===== src/gpio_pud_dat_pkg.sv =====
// Constants, types and the behaviour list for the pullup and pin data block
//
// Behaviour
// - Port B pullup bits 6..0: 0 enables pullup, 1 disables it; reset to 0.
// - Pullup disable writes take effect only while the protected write gate is open.
// - Reading pin data returns each pin's qualified level, whatever its configuration.
// - Written 0/1 drives the pin low/high when it is a general-purpose output.
// - A write to a non-output pin's bit still lands in the output latch.
// - Each output latch bit holds until software writes pin data again.
// - Reset clears every output latch bit to zero.
// - Pin data reads return qualified pin levels, never the output latch.
// - Pin data read value right after reset is 0 (QUAL_LEVEL_RST), then follows the external pin levels once qualified.
// - Pin data bit n maps one-to-one onto port A pin n, bits 31..0.
package gpio_pud_dat_pkg;

  // ------------------------------------------------------------
  // Register map (byte offsets)
  // ------------------------------------------------------------
  localparam logic [11:0] PORT_B_PULLUP_DISABLE_OFS = 12'h000;
  localparam logic [11:0] PORT_A_PIN_DATA_OFS = 12'h004;
  localparam logic [11:0] PROTECTED_WRITE_GATE_OFS = 12'h008;
  localparam logic [11:0] PORT_A_FUNCTION_SELECT_OFS = 12'h00C;
  localparam logic [11:0] PORT_A_DIRECTION_OFS = 12'h010;

  // ------------------------------------------------------------
  // Widths, fields and reset values
  // ------------------------------------------------------------
  localparam int PORT_A_PINS = 32;
  localparam int PORT_B_PINS = 7;
  localparam int GATE_OPEN_BIT = 0;
  localparam logic [6:0] PULLUP_DISABLE_RST = 7'h00;
  localparam logic [31:0] PIN_LATCH_RST = 32'h0000_0000;
  localparam logic [31:0] FUNCTION_SELECT_RST = 32'h0000_0000;
  localparam logic [31:0] DIRECTION_RST = 32'h0000_0000;
  localparam logic GATE_RST = 1'b0;
  localparam logic [31:0] UNMAPPED_READ = 32'h0000_0000;

  // ------------------------------------------------------------
  // Input qualification
  // ------------------------------------------------------------
  localparam int QUAL_SAMPLES = 3;
  localparam logic QUAL_LEVEL_RST = 1'b0;

  // ------------------------------------------------------------
  // Bus encodings
  // ------------------------------------------------------------
  localparam logic [1:0] HTRANS_NONSEQ = 2'h2;
  localparam logic [2:0] HSIZE_WORD = 3'h2;
  localparam logic HRESP_OKAY = 1'b0;

  // ------------------------------------------------------------
  // Types
  // ------------------------------------------------------------
  typedef enum logic [4:0] {
    REG_PUD = 5'b00001,
    REG_DAT = 5'b00010,
    REG_GATE = 5'b00100,
    REG_FSEL = 5'b01000,
    REG_DIR = 5'b10000
  } reg_sel_t;

  // Write captured in the address phase, performed in the data phase
  typedef struct packed {
    logic valid;
    logic [4:0] sel;
  } wr_pend_t;

  // Drive of one port: level and enable
  typedef struct packed {
    logic [31:0] level;
    logic [31:0] enable;
  } pin_drive_t;

endpackage


===== src/gpio_pud_dat.sv =====
// AHB-Lite slave for the port B pullup control and the port A pin data register
//
// The register offsets and the AHB-Lite register port were left to the implementer.
`timescale 1ns/10ps
module gpio_pud_dat #(
  parameter int QUAL_SAMPLES = gpio_pud_dat_pkg::QUAL_SAMPLES
) (
  input wire logic hclk,
  input wire logic hresetn,
  input wire logic hsel,
  input wire logic [31:0] haddr,
  input wire logic [1:0] htrans,
  input wire logic hwrite,
  input wire logic [2:0] hsize,
  input wire logic hready,
  input wire logic [31:0] hwdata,
  output logic [31:0] hrdata,
  output logic hreadyout,
  output logic hresp,
  input wire logic [31:0] port_a_pin_in,
  output logic [31:0] port_a_pin_out,
  output logic [31:0] port_a_pin_oe,
  output logic [6:0] port_b_pullup_en
);

  // ------------------------------------------------------------
  // State
  // ------------------------------------------------------------
  logic [6:0] pud_r;
  logic [6:0] pud_nxt;
  logic [31:0] latch_r;
  logic [31:0] latch_nxt;
  logic [31:0] fsel_r;
  logic [31:0] fsel_nxt;
  logic [31:0] dir_r;
  logic [31:0] dir_nxt;
  logic gate_r;
  logic gate_nxt;
  logic [31:0] hrdata_r;
  logic hreadyout_r;
  gpio_pud_dat_pkg::wr_pend_t wr_r;
  gpio_pud_dat_pkg::pin_drive_t drive_r;
  logic [6:0] pullup_en_r;
  logic [31:0] qual_level;

  // ------------------------------------------------------------
  // Address phase decode
  // ------------------------------------------------------------
  wire addr_phase = hsel & hready & (htrans == gpio_pud_dat_pkg::HTRANS_NONSEQ);
  wire word_access = (hsize == gpio_pud_dat_pkg::HSIZE_WORD);
  wire in_block = (haddr[31:5] == 27'h0000000) & (haddr[1:0] == 2'h0);
  wire [11:0] ofs = haddr[11:0];
  wire [4:0] sel_now = !in_block ? 5'h00 :
    (ofs == gpio_pud_dat_pkg::PORT_B_PULLUP_DISABLE_OFS) ? gpio_pud_dat_pkg::REG_PUD :
    (ofs == gpio_pud_dat_pkg::PORT_A_PIN_DATA_OFS) ? gpio_pud_dat_pkg::REG_DAT :
    (ofs == gpio_pud_dat_pkg::PROTECTED_WRITE_GATE_OFS) ? gpio_pud_dat_pkg::REG_GATE :
    (ofs == gpio_pud_dat_pkg::PORT_A_FUNCTION_SELECT_OFS) ? gpio_pud_dat_pkg::REG_FSEL :
    (ofs == gpio_pud_dat_pkg::PORT_A_DIRECTION_OFS) ? gpio_pud_dat_pkg::REG_DIR : 5'h00;
  wire rd_now = addr_phase & ~hwrite;
  wire wr_now = addr_phase & hwrite & word_access;

  // ------------------------------------------------------------
  // Data phase write strobes
  // ------------------------------------------------------------
  // Narrow writes are dropped; the whole word is the only unit here
  wire wr_pud = wr_r.valid & (wr_r.sel == gpio_pud_dat_pkg::REG_PUD);
  wire wr_dat = wr_r.valid & (wr_r.sel == gpio_pud_dat_pkg::REG_DAT);
  wire wr_gate = wr_r.valid & (wr_r.sel == gpio_pud_dat_pkg::REG_GATE);
  wire wr_fsel = wr_r.valid & (wr_r.sel == gpio_pud_dat_pkg::REG_FSEL);
  wire wr_dir = wr_r.valid & (wr_r.sel == gpio_pud_dat_pkg::REG_DIR);
  wire gate_open = gate_r;

  // Configuration writes pass only through an open gate
  assign pud_nxt = (wr_pud & gate_open) ? hwdata[6:0] : pud_r;
  assign fsel_nxt = (wr_fsel & gate_open) ? hwdata : fsel_r;
  assign dir_nxt = (wr_dir & gate_open) ? hwdata : dir_r;
  assign gate_nxt = wr_gate ? hwdata[gpio_pud_dat_pkg::GATE_OPEN_BIT] : gate_r;
  // Latch takes every write, whatever the pin's mode
  assign latch_nxt = wr_dat ? hwdata : latch_r;

  // ------------------------------------------------------------
  // Read mux
  // ------------------------------------------------------------
  // Uses next values (pin data excepted, it reads qual_level) so a read right behind a write sees the new data
  wire [31:0] rd_mux =
    (sel_now == gpio_pud_dat_pkg::REG_PUD) ? {25'h0000000, pud_nxt} :
    (sel_now == gpio_pud_dat_pkg::REG_DAT) ? qual_level :
    (sel_now == gpio_pud_dat_pkg::REG_GATE) ? {31'h00000000, gate_nxt} :
    (sel_now == gpio_pud_dat_pkg::REG_FSEL) ? fsel_nxt :
    (sel_now == gpio_pud_dat_pkg::REG_DIR) ? dir_nxt : gpio_pud_dat_pkg::UNMAPPED_READ;

  // ------------------------------------------------------------
  // Pin outputs
  // ------------------------------------------------------------
  // Driven only in general-purpose mode with direction set to output
  wire [31:0] oe_nxt = ~fsel_r & dir_r;

  // ------------------------------------------------------------
  // Input qualification, one per pin
  // ------------------------------------------------------------
  genvar gi;
  generate
    for (gi = 0; gi < gpio_pud_dat_pkg::PORT_A_PINS; gi++) begin : g_qual
      pin_qualifier #(
        .SAMPLES(QUAL_SAMPLES)
      ) u_qual (
        .hclk(hclk),
        .hresetn(hresetn),
        .pin_in(port_a_pin_in[gi]),
        .qual_r(qual_level[gi])
      );
    end
  endgenerate

  // ------------------------------------------------------------
  // Bus side flops
  // ------------------------------------------------------------
  always_ff @(posedge hclk or negedge hresetn) begin
    if (!hresetn) begin
      wr_r <= '0;
      hrdata_r <= gpio_pud_dat_pkg::UNMAPPED_READ;
      hreadyout_r <= 1'b1;
    end else begin
      wr_r.valid <= wr_now;
      wr_r.sel <= sel_now;
      hreadyout_r <= 1'b1;
      if (rd_now) begin
        hrdata_r <= rd_mux;
      end
    end
  end

  // ------------------------------------------------------------
  // Registers
  // ------------------------------------------------------------
  always_ff @(posedge hclk or negedge hresetn) begin
    if (!hresetn) begin
      pud_r <= gpio_pud_dat_pkg::PULLUP_DISABLE_RST;
      latch_r <= gpio_pud_dat_pkg::PIN_LATCH_RST;
      fsel_r <= gpio_pud_dat_pkg::FUNCTION_SELECT_RST;
      dir_r <= gpio_pud_dat_pkg::DIRECTION_RST;
      gate_r <= gpio_pud_dat_pkg::GATE_RST;
    end else begin
      pud_r <= pud_nxt;
      latch_r <= latch_nxt;
      fsel_r <= fsel_nxt;
      dir_r <= dir_nxt;
      gate_r <= gate_nxt;
    end
  end

  // ------------------------------------------------------------
  // Pin side flops
  // ------------------------------------------------------------
  always_ff @(posedge hclk or negedge hresetn) begin
    if (!hresetn) begin
      drive_r <= '0;
      pullup_en_r <= ~gpio_pud_dat_pkg::PULLUP_DISABLE_RST;
    end else begin
      drive_r.level <= latch_r;
      drive_r.enable <= oe_nxt;
      pullup_en_r <= ~pud_r;
    end
  end

  assign hrdata = hrdata_r;
  assign hreadyout = hreadyout_r;
  assign hresp = gpio_pud_dat_pkg::HRESP_OKAY;
  assign port_a_pin_out = drive_r.level;
  assign port_a_pin_oe = drive_r.enable;
  assign port_b_pullup_en = pullup_en_r;

  // ------------------------------------------------------------
  // Checks
  // ------------------------------------------------------------
  logic rd_dat_dp;
  logic rd_pud_dp;
  always_ff @(posedge hclk or negedge hresetn) begin
    if (!hresetn) begin
      rd_dat_dp <= 1'b0;
      rd_pud_dp <= 1'b0;
    end else begin
      rd_dat_dp <= rd_now & (sel_now == gpio_pud_dat_pkg::REG_DAT);
      rd_pud_dp <= rd_now & (sel_now == gpio_pud_dat_pkg::REG_PUD);
    end
  end

  pullup_follow_a: assert property (@(posedge hclk) disable iff (!hresetn)
    (wr_pud & gate_open) |-> ##2 (port_b_pullup_en == ~$past(hwdata[6:0], 2)))
    else $error("pullup enable does not follow written disable bits");

  gate_closed_a: assert property (@(posedge hclk) disable iff (!hresetn)
    (wr_pud & ~gate_open) |=> (pud_r == $past(pud_r)))
    else $error("pullup disable changed while gate closed");

  read_level_a: assert property (@(posedge hclk) disable iff (!hresetn)
    rd_dat_dp |-> (hrdata == $past(qual_level)))
    else $error("pin data read is not the qualified pin level");

  drive_enable_a: assert property (@(posedge hclk) disable iff (!hresetn)
    ##1 (port_a_pin_oe == ($past(~fsel_r) & $past(dir_r))))
    else $error("output enable does not match mode and direction");

  drive_level_a: assert property (@(posedge hclk) disable iff (!hresetn)
    wr_dat |-> ##2 (port_a_pin_out == $past(hwdata, 2)))
    else $error("pin level does not follow written data");

  latch_store_a: assert property (@(posedge hclk) disable iff (!hresetn)
    wr_dat |=> (latch_r == $past(hwdata)))
    else $error("written data not stored in output latch");

  latch_hold_a: assert property (@(posedge hclk) disable iff (!hresetn)
    ~wr_dat |=> $stable(latch_r))
    else $error("output latch changed without a write");

  pud_reserved_a: assert property (@(posedge hclk) disable iff (!hresetn)
    rd_pud_dp |-> (hrdata[31:7] == 25'h0000000))
    else $error("reserved pullup disable bits read nonzero");

  // ------------------------------------------------------------
  // Bus protocol checks
  // ------------------------------------------------------------
  hresp_okay_a: assert property (@(posedge hclk) disable iff (!hresetn)
    (hresp == gpio_pud_dat_pkg::HRESP_OKAY))
    else $error("response is not OKAY");

  ready_high_a: assert property (@(posedge hclk) disable iff (!hresetn)
    hreadyout)
    else $error("ready dropped although no wait states exist");

  wr_track_a: assert property (@(posedge hclk) disable iff (!hresetn)
    ##1 (wr_r.valid == $past(wr_now)))
    else $error("pending write does not follow the address phase");

  narrow_drop_a: assert property (@(posedge hclk) disable iff (!hresetn)
    (addr_phase & hwrite & ~word_access)
    |=> ~wr_r.valid)
    else $error("narrow write was not dropped");

  unmapped_read_a: assert property (@(posedge hclk) disable iff (!hresetn)
    (rd_now & (sel_now == 5'h00))
    |=> (hrdata == gpio_pud_dat_pkg::UNMAPPED_READ))
    else $error("unmapped read returned nonzero data");

  // Read data must stand until the next read is taken
  rd_hold_a: assert property (@(posedge hclk) disable iff (!hresetn)
    ~rd_now
    |=> $stable(hrdata))
    else $error("read data changed without a read");

  // ------------------------------------------------------------
  // Configuration register checks
  // ------------------------------------------------------------
  pud_hold_a: assert property (@(posedge hclk) disable iff (!hresetn)
    ~wr_pud
    |=> $stable(pud_r))
    else $error("pullup disable changed without a write");

  pullup_track_a: assert property (@(posedge hclk) disable iff (!hresetn)
    ##1 (port_b_pullup_en == ~$past(pud_r)))
    else $error("pullup enable is not the inverse of the disable bits");

  fsel_gate_a: assert property (@(posedge hclk) disable iff (!hresetn)
    (wr_fsel & ~gate_open)
    |=> $stable(fsel_r))
    else $error("function select changed while gate closed");

  dir_gate_a: assert property (@(posedge hclk) disable iff (!hresetn)
    (wr_dir & ~gate_open)
    |=> $stable(dir_r))
    else $error("direction changed while gate closed");

  fsel_write_a: assert property (@(posedge hclk) disable iff (!hresetn)
    (wr_fsel & gate_open)
    |=> (fsel_r == $past(hwdata)))
    else $error("function select write was lost");

  dir_write_a: assert property (@(posedge hclk) disable iff (!hresetn)
    (wr_dir & gate_open)
    |=> (dir_r == $past(hwdata)))
    else $error("direction write was lost");

  // Gate itself is never protected, or it could not be opened
  gate_write_a: assert property (@(posedge hclk) disable iff (!hresetn)
    wr_gate
    |=> (gate_r == $past(hwdata[gpio_pud_dat_pkg::GATE_OPEN_BIT])))
    else $error("gate write was lost");

  gate_hold_a: assert property (@(posedge hclk) disable iff (!hresetn)
    ~wr_gate
    |=> $stable(gate_r))
    else $error("gate changed without a write");

  // ------------------------------------------------------------
  // Output latch checks
  // ------------------------------------------------------------
  // Cycles since the last data write, saturating
  logic [7:0] since_dat_wr_r;
  always_ff @(posedge hclk or negedge hresetn) begin
    if (!hresetn) begin
      since_dat_wr_r <= 8'h00;
    end else if (wr_dat) begin
      since_dat_wr_r <= 8'h00;
    end else if (since_dat_wr_r != 8'hFF) begin
      since_dat_wr_r <= since_dat_wr_r + 8'h01;
    end
  end

  out_follow_a: assert property (@(posedge hclk) disable iff (!hresetn)
    ##1 (port_a_pin_out == $past(latch_r)))
    else $error("pin level does not follow the output latch");

  latch_settled_a: assert property (@(posedge hclk) disable iff (!hresetn)
    (since_dat_wr_r > 8'h02)
    |-> (port_a_pin_out == latch_r))
    else $error("pin level drifted from a held latch");

  pud_write_c: cover property (@(posedge hclk) disable iff (!hresetn) wr_pud & gate_open);
  pud_blocked_c: cover property (@(posedge hclk) disable iff (!hresetn) wr_pud & ~gate_open);
  dat_read_c: cover property (@(posedge hclk) disable iff (!hresetn) rd_dat_dp);
  latch_only_c: cover property (@(posedge hclk) disable iff (!hresetn) wr_dat & ~(|oe_nxt));
  narrow_drop_c: cover property (@(posedge hclk) disable iff (!hresetn) addr_phase & hwrite & ~word_access);

endmodule


===== src/pin_qualifier.sv =====
// One pin's input qualifier: level changes after a run of equal samples
`timescale 1ns/10ps
module pin_qualifier #(
  parameter int SAMPLES = gpio_pud_dat_pkg::QUAL_SAMPLES
) (
  input wire logic hclk,
  input wire logic hresetn,
  input wire logic pin_in,
  output logic qual_r
);

  logic [SAMPLES-1:0] hist_r;
  wire all_high = &hist_r;
  wire all_low = ~(|hist_r);

  // ------------------------------------------------------------
  // Sample history
  // ------------------------------------------------------------
  always_ff @(posedge hclk or negedge hresetn) begin
    if (!hresetn) begin
      hist_r <= '0;
    end else begin
      hist_r <= {hist_r[SAMPLES-2:0], pin_in};
    end
  end

  // ------------------------------------------------------------
  // Qualified level
  // ------------------------------------------------------------
  // Settles to the true pin level within SAMPLES+1 edges of release
  always_ff @(posedge hclk or negedge hresetn) begin
    if (!hresetn) begin
      qual_r <= gpio_pud_dat_pkg::QUAL_LEVEL_RST;
    end else if (all_high) begin
      qual_r <= 1'b1;
    end else if (all_low) begin
      qual_r <= 1'b0;
    end
  end

endmodule


===== config.mk =====
export PLATFORM = sky130hd
export DESIGN_NAME = gpio_pud_dat
export DESIGN_NICKNAME = d
export VERILOG_FILES = /design/src/gpio_pud_dat_pkg.sv /design/src/gpio_pud_dat.sv /design/src/pin_qualifier.sv
export SDC_FILE = /design/constraint.sdc
export NUM_CORES = 1
export LEC_CHECK = 0
export BUFFER_PORTS_ARGS = -buffer_cell sky130_fd_sc_hd__buf_2
export CORE_ASPECT_RATIO = 1.1
export CORE_MARGIN = 2
export CORE_UTILIZATION = 57
export DETAILED_ROUTE_END_ITERATION = 6
export PLACE_DENSITY = 0.9
export SETUP_SLACK_MARGIN = 0.05
export SYNTH_ARGS = -nofsm -noshare
export SYNTH_HDL_FRONTEND = slang
export SYNTH_HIERARCHICAL = 1
export SYNTH_SLANG_ARGS = --single-unit

===== constraint.sdc =====
create_clock -name hclk -period 4.5 [get_ports hclk]
set_clock_uncertainty 0.2 [all_clocks]
set_input_delay 0.675 -clock hclk [delete_from_list [all_inputs] [get_ports hclk]]
set_output_delay 0.675 -clock hclk [all_outputs]
set_load 0.03 [all_outputs]

# Word level (Yosys, flattened, before mapping)
# Index checks and enable logic that the tools add are counted.
# word_totals
regBits	341
in_bits	106
output_inout_bits	105
wordCells	287
# classes
n_eq_ne	48
muxes	79
bitwise_logic	18
n_reduce_logical	67
# ops
cell	n
$mux W32	7
$reduce_and A3 Y1	32
$reduce_or A3 Y1	32
$mux W1	65
$ne A2 B1 Y1 const B	32
$and A32 B32 Y32	1
$not A32 Y32	1
$mux W5	6
$logic_not A27 Y1	1
$eq A12 B4 Y1 const B	2
$and A1 B1 Y1	14
$eq A12 B3 Y1 const B	1
$eq A12 B5 Y1 const B	1
$logic_not A12 Y1	1
$eq A5 B1 Y1 const B	2
$eq A5 B2 Y1 const B	2
$eq A5 B3 Y1 const B	2
$eq A5 B4 Y1 const B	2
$eq A5 B5 Y1 const B	2
$mux W7	1
$not A7 Y7	1
$eq A3 B2 Y1 const B	1
$eq A2 B2 Y1 const B	1
$logic_not A2 Y1	1
$not A1 Y1	1

# Longest topological paths before layout
# Gate-level depths: netlist of the first run.
# logic_depth
ltp_word	13
mapped_depth	8
depth_no_buf	5

# Modules after synthesis
# Netlist of the first run, hierarchy kept.
# by_module_without_submodules
module	n_inst	cells_each	area_per_inst_um2	seq_area_each_um2
gpio_pud_dat	1	624	8510.7	5338.9
pin_qualifier	32	8	118.9	100.1

# Least setup slack after synthesis of the first run
# No wires, ideal clock.
# synth_timing
path_type	input to register
from	in haddr[4]
to	reg hrdata_r[1] (netlist: hrdata[1])
setup_ns	0.124
arrival_ns	2.146
required_ns	4.176
slack_ns	2.030
path_stages	6
n_path_buf	1
cell_sequence	clkbuf_1 -> nor3_1 -> nand4_2 -> nor4_1 -> o2bb2ai_1 -> a21oi_1
# synth_via
elab_chain_cells	13
word_cells_on_any_way	21
cone_classes	eq/ne: 9; mux: 11; reduce/logical: 1
# synth_lines
element	line_no	text
start, declared	gpio_pud_dat.sv:11	input wire logic [31:0] haddr,
$eq A12 B5 Y1	gpio_pud_dat.sv:58	(ofs == gpio_pud_dat_pkg::PORT_A_DIRECTION_OFS) ? gpio_pud_dat_pkg::REG_DIR : 5'h00;
$mux W5	gpio_pud_dat.sv:58	
$mux W5	gpio_pud_dat.sv:57	(ofs == gpio_pud_dat_pkg::PORT_A_FUNCTION_SELECT_OFS) ? gpio_pud_dat_pkg::REG_FSEL :
$mux W5	gpio_pud_dat.sv:56	(ofs == gpio_pud_dat_pkg::PROTECTED_WRITE_GATE_OFS) ? gpio_pud_dat_pkg::REG_GATE :
$mux W5	gpio_pud_dat.sv:55	(ofs == gpio_pud_dat_pkg::PORT_A_PIN_DATA_OFS) ? gpio_pud_dat_pkg::REG_DAT :
$mux W5 *	gpio_pud_dat.sv:54	(ofs == gpio_pud_dat_pkg::PORT_B_PULLUP_DISABLE_OFS) ? gpio_pud_dat_pkg::REG_PUD :
$mux W5 *	gpio_pud_dat.sv:53	wire [4:0] sel_now = !in_block ? 5'h00 :
$eq A5 B5 Y1	gpio_pud_dat.sv:90	(sel_now == gpio_pud_dat_pkg::REG_DIR) ? dir_nxt : gpio_pud_dat_pkg::UNMAPPED_READ;
$mux W32	gpio_pud_dat.sv:90	
$mux W32	gpio_pud_dat.sv:89	(sel_now == gpio_pud_dat_pkg::REG_FSEL) ? fsel_nxt :
$mux W32	gpio_pud_dat.sv:88	(sel_now == gpio_pud_dat_pkg::REG_GATE) ? {31'h00000000, gate_nxt} :
$mux W32	gpio_pud_dat.sv:87	(sel_now == gpio_pud_dat_pkg::REG_DAT) ? qual_level :
$mux W32 *	gpio_pud_dat.sv:86	(sel_now == gpio_pud_dat_pkg::REG_PUD) ? {25'h0000000, pud_nxt} :
end signal, assigned	gpio_pud_dat.sv:121	hrdata_r <= gpio_pud_dat_pkg::UNMAPPED_READ;
end signal, assigned	gpio_pud_dat.sv:128	hrdata_r <= rd_mux;
end, declared	gpio_pud_dat.sv:39	logic [31:0] hrdata_r;
# Every way passes the cells marked *; elsewhere a longest branch is shown, timed or not.
# A chain may end at the register's enable or synchronous reset.

# Worst setup path after layout of the first run
# layout_timing
from	reg wr_r[1] in the netlist's numbering
to	reg hrdata_r[22] (netlist: hrdata[22])
# layout_via
elab_chain_cells	9
word_cells_on_any_way	13
cone_classes	eq/ne: 2; mux: 7; bitwise: 4
# layout_lines
element	line_no	text
start, declared	gpio_pud_dat.sv:41	gpio_pud_dat_pkg::wr_pend_t wr_r;
$eq A5 B5 Y1	gpio_pud_dat.sv:70	wire wr_dir = wr_r.valid & (wr_r.sel == gpio_pud_dat_pkg::REG_DIR);
$and A1 B1 Y1	gpio_pud_dat.sv:70	
$and A1 B1 Y1	gpio_pud_dat.sv:76	assign dir_nxt = (wr_dir & gate_open) ? hwdata : dir_r;
$mux W32	gpio_pud_dat.sv:76	
$mux W32	gpio_pud_dat.sv:90	
$mux W32 *	gpio_pud_dat.sv:89	
$mux W32 *	gpio_pud_dat.sv:88	
$mux W32 *	gpio_pud_dat.sv:87	
$mux W32 *	gpio_pud_dat.sv:86	
# Marks and branches as above.

==> results of run 1 <==
==> placed cells by master (no fill, tap or decap), types with 5 or more instances in the layout <==
master and instances:
nand2_1 9, a2bb2oi_1 7, buf_2 207, mux2_2 35, inv_1 105, nor2b_1 33
dfstp_2 7, clkbuf_16 35, mux2i_1 62, clkbuf_1 7, a221o_1 25, nor2_1 6
and2_1 26, o2bb2ai_1 6, a21oi_1 44, dfrtp_1 334, o22ai_1 6, o22ai_2 19
clkinv_2 9, buf_4 5, o21ai_1 64, nand3_1 12, o21ai_0 8
==> per-layer routing <==
layer	global-route usage, %	up-vias
met4	7.77	4
met3	5.26	69
met5	0	-
li1	-	3450
met2	40.1	232
met1	29.2	3883
==> critical path, stage by stage (launching register included) <==
cell and delay (ns):
dfrtp_1 0.42, or4b_1 0.82, nor2_8 0.80, mux2i_1 0.39
o22ai_2 0.12, a221o_1 0.32
==> stage by stage <==
step	cell area [um2]	hold slack (ns)	std cells
2_1_floorplan	12300	0.149	880
3_3_place_gp	13600	0.154	1356
3_5_place_dp	13600	0.158	1356
4_1_cts	14700	0.0638	1417
5_1_grt	14700	0.0649	1419
6_report	14700	0.0799	1419
==> logic make-up after synthesis <==
kind of cell / after synthesis / synth area share [%]
other: 2 / 0.0610
AND/OR/NAND/NOR: 122 / 7.03
buffers and inverters: 134 / 5.09
AO/OA/AOI/OAI: 184 / 10.2
flip-flops: 341 / 69.4
multiplexers: 97 / 8.24
==> final timing paths <==
| kind | slack [ns] | cells after the start | startpoint | endpoint |
|---|---|---|---|---|
| worst max register to register | 1.28 | 5 | wr_r[1]$_DFF_PN0_ | hrdata[22]$_DFFE_PN0P_ |
| worst max-delay path | 1.28 | 5 | wr_r[1]$_DFF_PN0_ | hrdata[22]$_DFFE_PN0P_ |
| min in group hclk | 0.08 | 1 | port_a_pin_in[4] | g_qual[4].u_qual/hist_r[0]$_DFF_PN0_ |
| worst min register to register | 0.17 | 0 | g_qual[12].u_qual/hist_r[1]$_DFF_PN0_ | g_qual[12].u_qual/hist_r[2]$_DFF_PN0_ |
| max in group asynchronous | 3.03 | 2 | hresetn | port_b_pullup_en[6]$_DFF_PN1_ |
| worst min-delay path | 0.08 | 1 | hresetn | g_qual[17].u_qual/hist_r[1]$_DFF_PN0_ |
==> final cells by class <==
class | count | area [um2] | area share, %
Multi-Input combinational cell | 405 | 3160 | 21.5
Sequential cell | 341 | 8540 | 58.1
Tap cell | 290 | 363 | 2.47
Inverter | 105 | 394 | 2.68
Clock buffer | 46 | 957 | 6.51
Antenna cell | 2 | 5.00 | 0.0340
Clock inverter | 15 | 160 | 1.09
Timing Repair Buffer | 215 | 1130 | 7.67
==> where the power goes <==
group | internal, mW | total (mW) | switching, mW
combinational | 0.115 | 0.336 | 0.222
sequential | 3.20 | 3.28 | 0.0815
clock | 1.67 | 2.79 | 1.12
==> sequential cells by signal (all words and copies together) (netlist names) <==
| name | cells |
|---|---|
| latch_r | 32 |
| hrdata | 32 |
| dir_r | 32 |
| wr_r | 6 |
| port_b_pullup_en | 7 |
| port_a_pin_oe | 32 |
| fsel_r | 32 |
| gate_open | 1 |
| pud_r | 7 |
| g_qual.u_qual/hist_r | 96 |
| g_qual.u_qual/qual_r | 32 |
| port_a_pin_out | 32 |
==> results_dict.tcl, run 1 <==
set metrics [dict create \
    outcome "completed" \
    place_ws_ns 1.09 \
    port_buffers 208 \
    ctsLongestPathBuffers 3 \
    cts_resized 0 \
    yosys-top-cells-area "dfrtp_1, mux2i_1, inv_1" \
    path_clk_slew_ns 0.06 \
    slew_headroom_pct 22.9 \
    start_util_pct 57.8 \
    finalMaxSlewViolations 0 \
    tightest_slew_ns 1.14 \
    cts_tree "done" \
    worstSetupStartpointType "register" \
    period_needed_ns 3.22 \
    firstDrtPassIters 5 \
    mappedNetlistNets 986 \
    endpoint_kind "register" \
    cap_violations 0 \
    crit_type "reg -> reg" \
    cp.arrival_ns 3.40 \
    pin_count 211 \
    coreArea_um2 21300 \
    rsz0062_at_grt "no" \
    synth_most_common_cell "dfrtp_1" \
    avgSynthCellArea_um2 14.0 \
    seq_area_frac_synth_pct 69.4 \
    worstPathRequired_ns 4.68 \
    ys_ff_latch 341 \
    num_vias 7638 \
    peakVddDrop_mv 0.335 \
    hpwl_um 16500 \
    die_area_um2 22800 \
    routed_wl_um 25900 \
    grt_start_max_net_pins 125 \
    yosysUniqueCellTypes 51 \
    hp-class "in -> async" \
    die_h_um 158 \
    highest_layer "met5" \
    drt_drc_violations_left 0 \
    clk_latency_ns 0.50 \
    nets 1208 \
    p_leak_nw 7.40 \
    final_util_pct 69.1 \
    timing.final.crit_share_pct 71.6 \
    die_x_um 144 \
    synth_top_area_share_pct 67.9 \
    grt_pass1_wl_um 40500 \
    finalHoldViolCount 0 \
    cellPowerDensity_nw_per_um2 435 \
    drt-met1-wl_um 10500 \
    ys_async_sr_fraction_pct 100 \
    cts_setup_buffers 0 \
    htree_num_levels 2 \
    fillers 1464 \
    synth_common_cells "dfrtp_1, inv_1, o21ai_1" \
    place.gp.congestion 0.785 \
    grt_pass1_vias 7863 \
    avgViaCountPerCell 5.38 \
    grt_overflow_total 0 \
    wire_per_inst_um 18.3 \
    cts_root_buffer "clkbuf_16" \
    ys_warn_count 6 \
    finalSetupViolCount 0 \
    cts_sinks 341 \
    wl_met3_um 1470 \
    antenna_found_initial 4 \
    worst_slack_ns 1.28 \
    drive_gt1_share_pct 30.9 \
    grt_usage_pct 23.2 \
    ctsHoldBuffers 0 \
    drtAntennaViolNets 0 \
    yosys_most_used_dff "dfrtp_1" \
    synth-edff-count 0 \
    total_power_mw 6.40 \
    netlist_area_um2 12300 \
    numCtsBuffers 34 \
    finalSetupTns_ns 0 \
    critPathMaxFanout 33 \
    netlist_instances 880 \
    drtIter0Drc 460 \
    synth_area_leader_cell "dfrtp_1" \
    fmax_mhz 310 \
    row_count 56 \
    syn_to_final_growth_pct 19.4 \
    met2_length_um 13200 \
]
No activity file was read; power rests on OpenSTA's default activity.
==> run 2: changes to the inputs <==
--- a/config.mk
+++ b/config.mk
@@ -5,12 +5,13 @@
 export SDC_FILE = /design/constraint.sdc
 export NUM_CORES = 1
 export LEC_CHECK = 0
+export ABC_AREA = 1
 export BUFFER_PORTS_ARGS = -buffer_cell sky130_fd_sc_hd__buf_2
 export CORE_ASPECT_RATIO = 1.1
 export CORE_MARGIN = 2
-export CORE_UTILIZATION = 57
+export CORE_UTILIZATION = 56
 export DETAILED_ROUTE_END_ITERATION = 6
-export PLACE_DENSITY = 0.9
+export PLACE_DENSITY = 0.89
 export SETUP_SLACK_MARGIN = 0.05
 export SYNTH_ARGS = -nofsm -noshare
 export SYNTH_HDL_FRONTEND = slang
==> constraint.sdc (replaced) <==
create_clock -name hclk -period 2.97 [get_ports hclk]
set_clock_uncertainty 0.2 [all_clocks]
set_input_delay 0.4455 -clock hclk [delete_from_list [all_inputs] [get_ports hclk]]
set_output_delay 0.4455 -clock hclk [all_outputs]
set_load 0.03 [all_outputs]
==> run 2 against run 1 <==
Effect of this change: worst hold slack worse by 0.032 ns; sequential share of layout area decreased by 2.5 points; routed wire length increased by 9.6%; critical path depth up 5; global-route usage increased by 1.7 points; synthesized area is 1.2% higher; first-iteration DRC count increased by 72%; design area increased by 4.6%.
==> results_dict.tcl, run 2 <==
set metrics [dict create \
    grt_pass1_vias 9676 \
    wire_per_inst_um 15.4 \
    antenna_found_initial 0 \
    synth_top_area_share_pct 67.0 \
    finalMaxSlewViolations 0 \
    drtAntennaViolNets 0 \
    rrSetupSlack_ns 0.53 \
    period_needed_ns 2.44 \
    mostFrequentLayoutCells "nand2_1, dfrtp_1, buf_2" \
    worstSetupStartpointType "register" \
    ys_warn_count 6 \
    outcome "completed" \
    synth.area.mux_share_pct 0 \
    ctsHoldBuffers 35 \
    port_buffers 208 \
    finalHoldViolCount 0 \
    clk_latency_ns 0.52 \
    ctsLongestPathBuffers 3 \
    synth_common_cells "nand2_1, dfrtp_1, inv_1" \
    crit_path_max_incr_delay_ns 0.41 \
    firstDrtPassIters 5 \
    avgSynthCellArea_um2 9.79 \
    seq_area_frac_synth_pct 68.5 \
    mappedNetlistNets 1380 \
    numCtsBuffers 36 \
    insertedDiodeCount 0 \
    synth-edff-count 0 \
    synth_most_common_cell "nand2_1" \
    place.gp.congestion 0.878 \
    pin_count 211 \
    cts_tree "done" \
    path_clk_slew_ns 0.06 \
    cts_root_buffer "clkbuf_16" \
    rsz0062_at_grt "no" \
    cap_violations 0 \
    avgViaCountPerCell 5.08 \
    yosys-top-cells-area "dfrtp_1, nand2_1, inv_1" \
    endpoint_kind "register" \
    p_leak_nw 8.59 \
    ys_ff_latch 341 \
    synthXorXnorAreaFrac_pct 0 \
    drive_gt1_share_pct 19.1 \
    netlist_instances 1274 \
    hpwl_um 19000 \
    final_util_pct 70.0 \
    synth_compound_area_share_pct 4.09 \
    cts_sinks 341 \
    syn_to_final_growth_pct 23.4 \
    start_util_pct 56.8 \
    slew_headroom_pct 14.8 \
    worstPathRequired_ns 3.22 \
    synth_fa_ha_area_share_pct 0 \
    num_vias 9384 \
    cp.arrival_ns 2.68 \
    fmax_mhz 410 \
    cts_setup_buffers 0 \
    reg2reg_depth 10 \
    finalSetupTns_ns 0 \
    hp-class "in -> reg" \
    cts_resized 0 \
    nets 1634 \
    netlist_area_um2 12500 \
    whs_endpoint "latch_r[24]$_DFFE_PN0P_" \
    peakVddDrop_mv 0.334 \
    ys_async_sr_fraction_pct 100 \
    yosysUniqueCellTypes 27 \
    worstHoldPathCells 3 \
    fillers 1540 \
    yosys_most_used_dff "dfrtp_1" \
    htree_num_levels 2 \
    routed_wl_um 28400 \
    cp_common_cell "nand2_1" \
    critPathMaxFanout 32 \
    path_cells "inv_1, nand2_1, nor2_1, nand2_2, buf_12, o21ai_0, nand2_1, nand3_1, nand2_1, nand2_1" \
    synth_top_family_by_area "simple AND/OR/NAND/NOR gates" \
    largest_reg_flops 96 \
    grt_usage_pct 24.9 \
    die_h_um 160 \
    regMostFlops "g_qual.u_qual/hist_r" \
    finalSetupViolCount 0 \
    hold_start "hwdata[24]" \
    crit_type "reg -> reg" \
    final_common_cell "nand2_1" \
    timing.final.crit_share_pct 82.1 \
    row_count 57 \
    yosys.area_share.simple_pct 19.9 \
    grt_start_max_net_pins 75 \
    grt_pass1_wl_um 46600 \
    tightest_slew_ns 1.28 \
    die_x_um 146 \
    die_area_um2 23500 \
    r2r_end "hrdata[16]$_DFFE_PN0P_" \
    rr_startpoint "wr_r[0]$_DFF_PN0_" \
    grt_overflow_total 0 \
    synth_area_leader_cell "dfrtp_1" \
    drt_drc_violations_left 0 \
    coreArea_um2 22000 \
    drtIter0Drc 790 \
    cellPowerDensity_nw_per_um2 637 \
    critical_path.slowest_cell "nand2_2" \
]
-- run 2: logic make-up after synthesis --
| logic type | Yosys count |
|---|---|
| simple gates | 607 |
| compound gates | 102 |
| flops | 341 |
| buf+inv | 222 |
| other cells | 2 |
-- run 2: worst max-delay path by stage --
stage / slack, ns / startpoint / cells past startpoint / endpoint
CTS: 0.61 / wr_r[0]$_DFF_PN0_ / 10 / hrdata[16]$_DFFE_PN0P_
floorplan: 1.08 / haddr[6] / 10 / hrdata[26]$_DFFE_PN0P_
finish: 0.53 / wr_r[0]$_DFF_PN0_ / 10 / hrdata[16]$_DFFE_PN0P_
detailed placement: 0.53 / haddr[1] / 12 / hrdata[28]$_DFFE_PN0P_
global placement: 0.63 / haddr[6] / 10 / hrdata[19]$_DFFE_PN0P_
global route: 0.41 / wr_r[1]$_DFF_PN0_ / 10 / hrdata[16]$_DFFE_PN0P_
-- run 2: critical path, delay by kind of cell, from the launching register on --
family	cells	cell delay [ns]
buffers and inverters	2	0.41
flip-flops	1	0.39
AND/OR/NAND/NOR	7	1.00
AO/OA/AOI/OAI	1	0.35
-- run 2: metal layers --
metal	wire [um]	global-route usage, %	vias up
met3	2100	5.48	75
met4	970	10.7	0
li1	-	-	4380
met5	0	0	-
met1	11100	31.4	4521
met2	14300	41.9	408
-- run 2: report_power, final --
group,total [mW],switching [mW],leakage [nW],internal (mW)
registers,4.87,0.0891,3.75,4.78
logic,0.412,0.252,4.25,0.160
clock network,4.51,1.72,0.596,2.79
total,9.80,2.06,8.59,7.74
-- run 2: stage by stage --
stage	setup slack (ns)	hold slack (ns)	area, um2	power, mW	std cells
floorplan	1.08	-0.0501	12500	5.09	1274
global route	0.414	0.0356	15400	10.2	1846
CTS	0.611	0.0190	15400	9.88	1846
finish	0.531	0.0481	15400	9.80	1846
detailed placement	0.527	0.160	13800	5.34	1750
global placement	0.634	0.159	13800	5.31	1750
-- run 2: cell type report --
cell class / count / area [um2] / share of cell area [%]
sequential: 341 / 8540 / 55.5
timing repair buffer: 255 / 1570 / 10.2
inverter: 183 / 687 / 4.47
multi-input combinational: 711 / 3000 / 19.5
clock inverter: 7 / 121 / 0.789
tap: 295 / 369 / 2.40
clock buffer: 54 / 1090 / 7.09
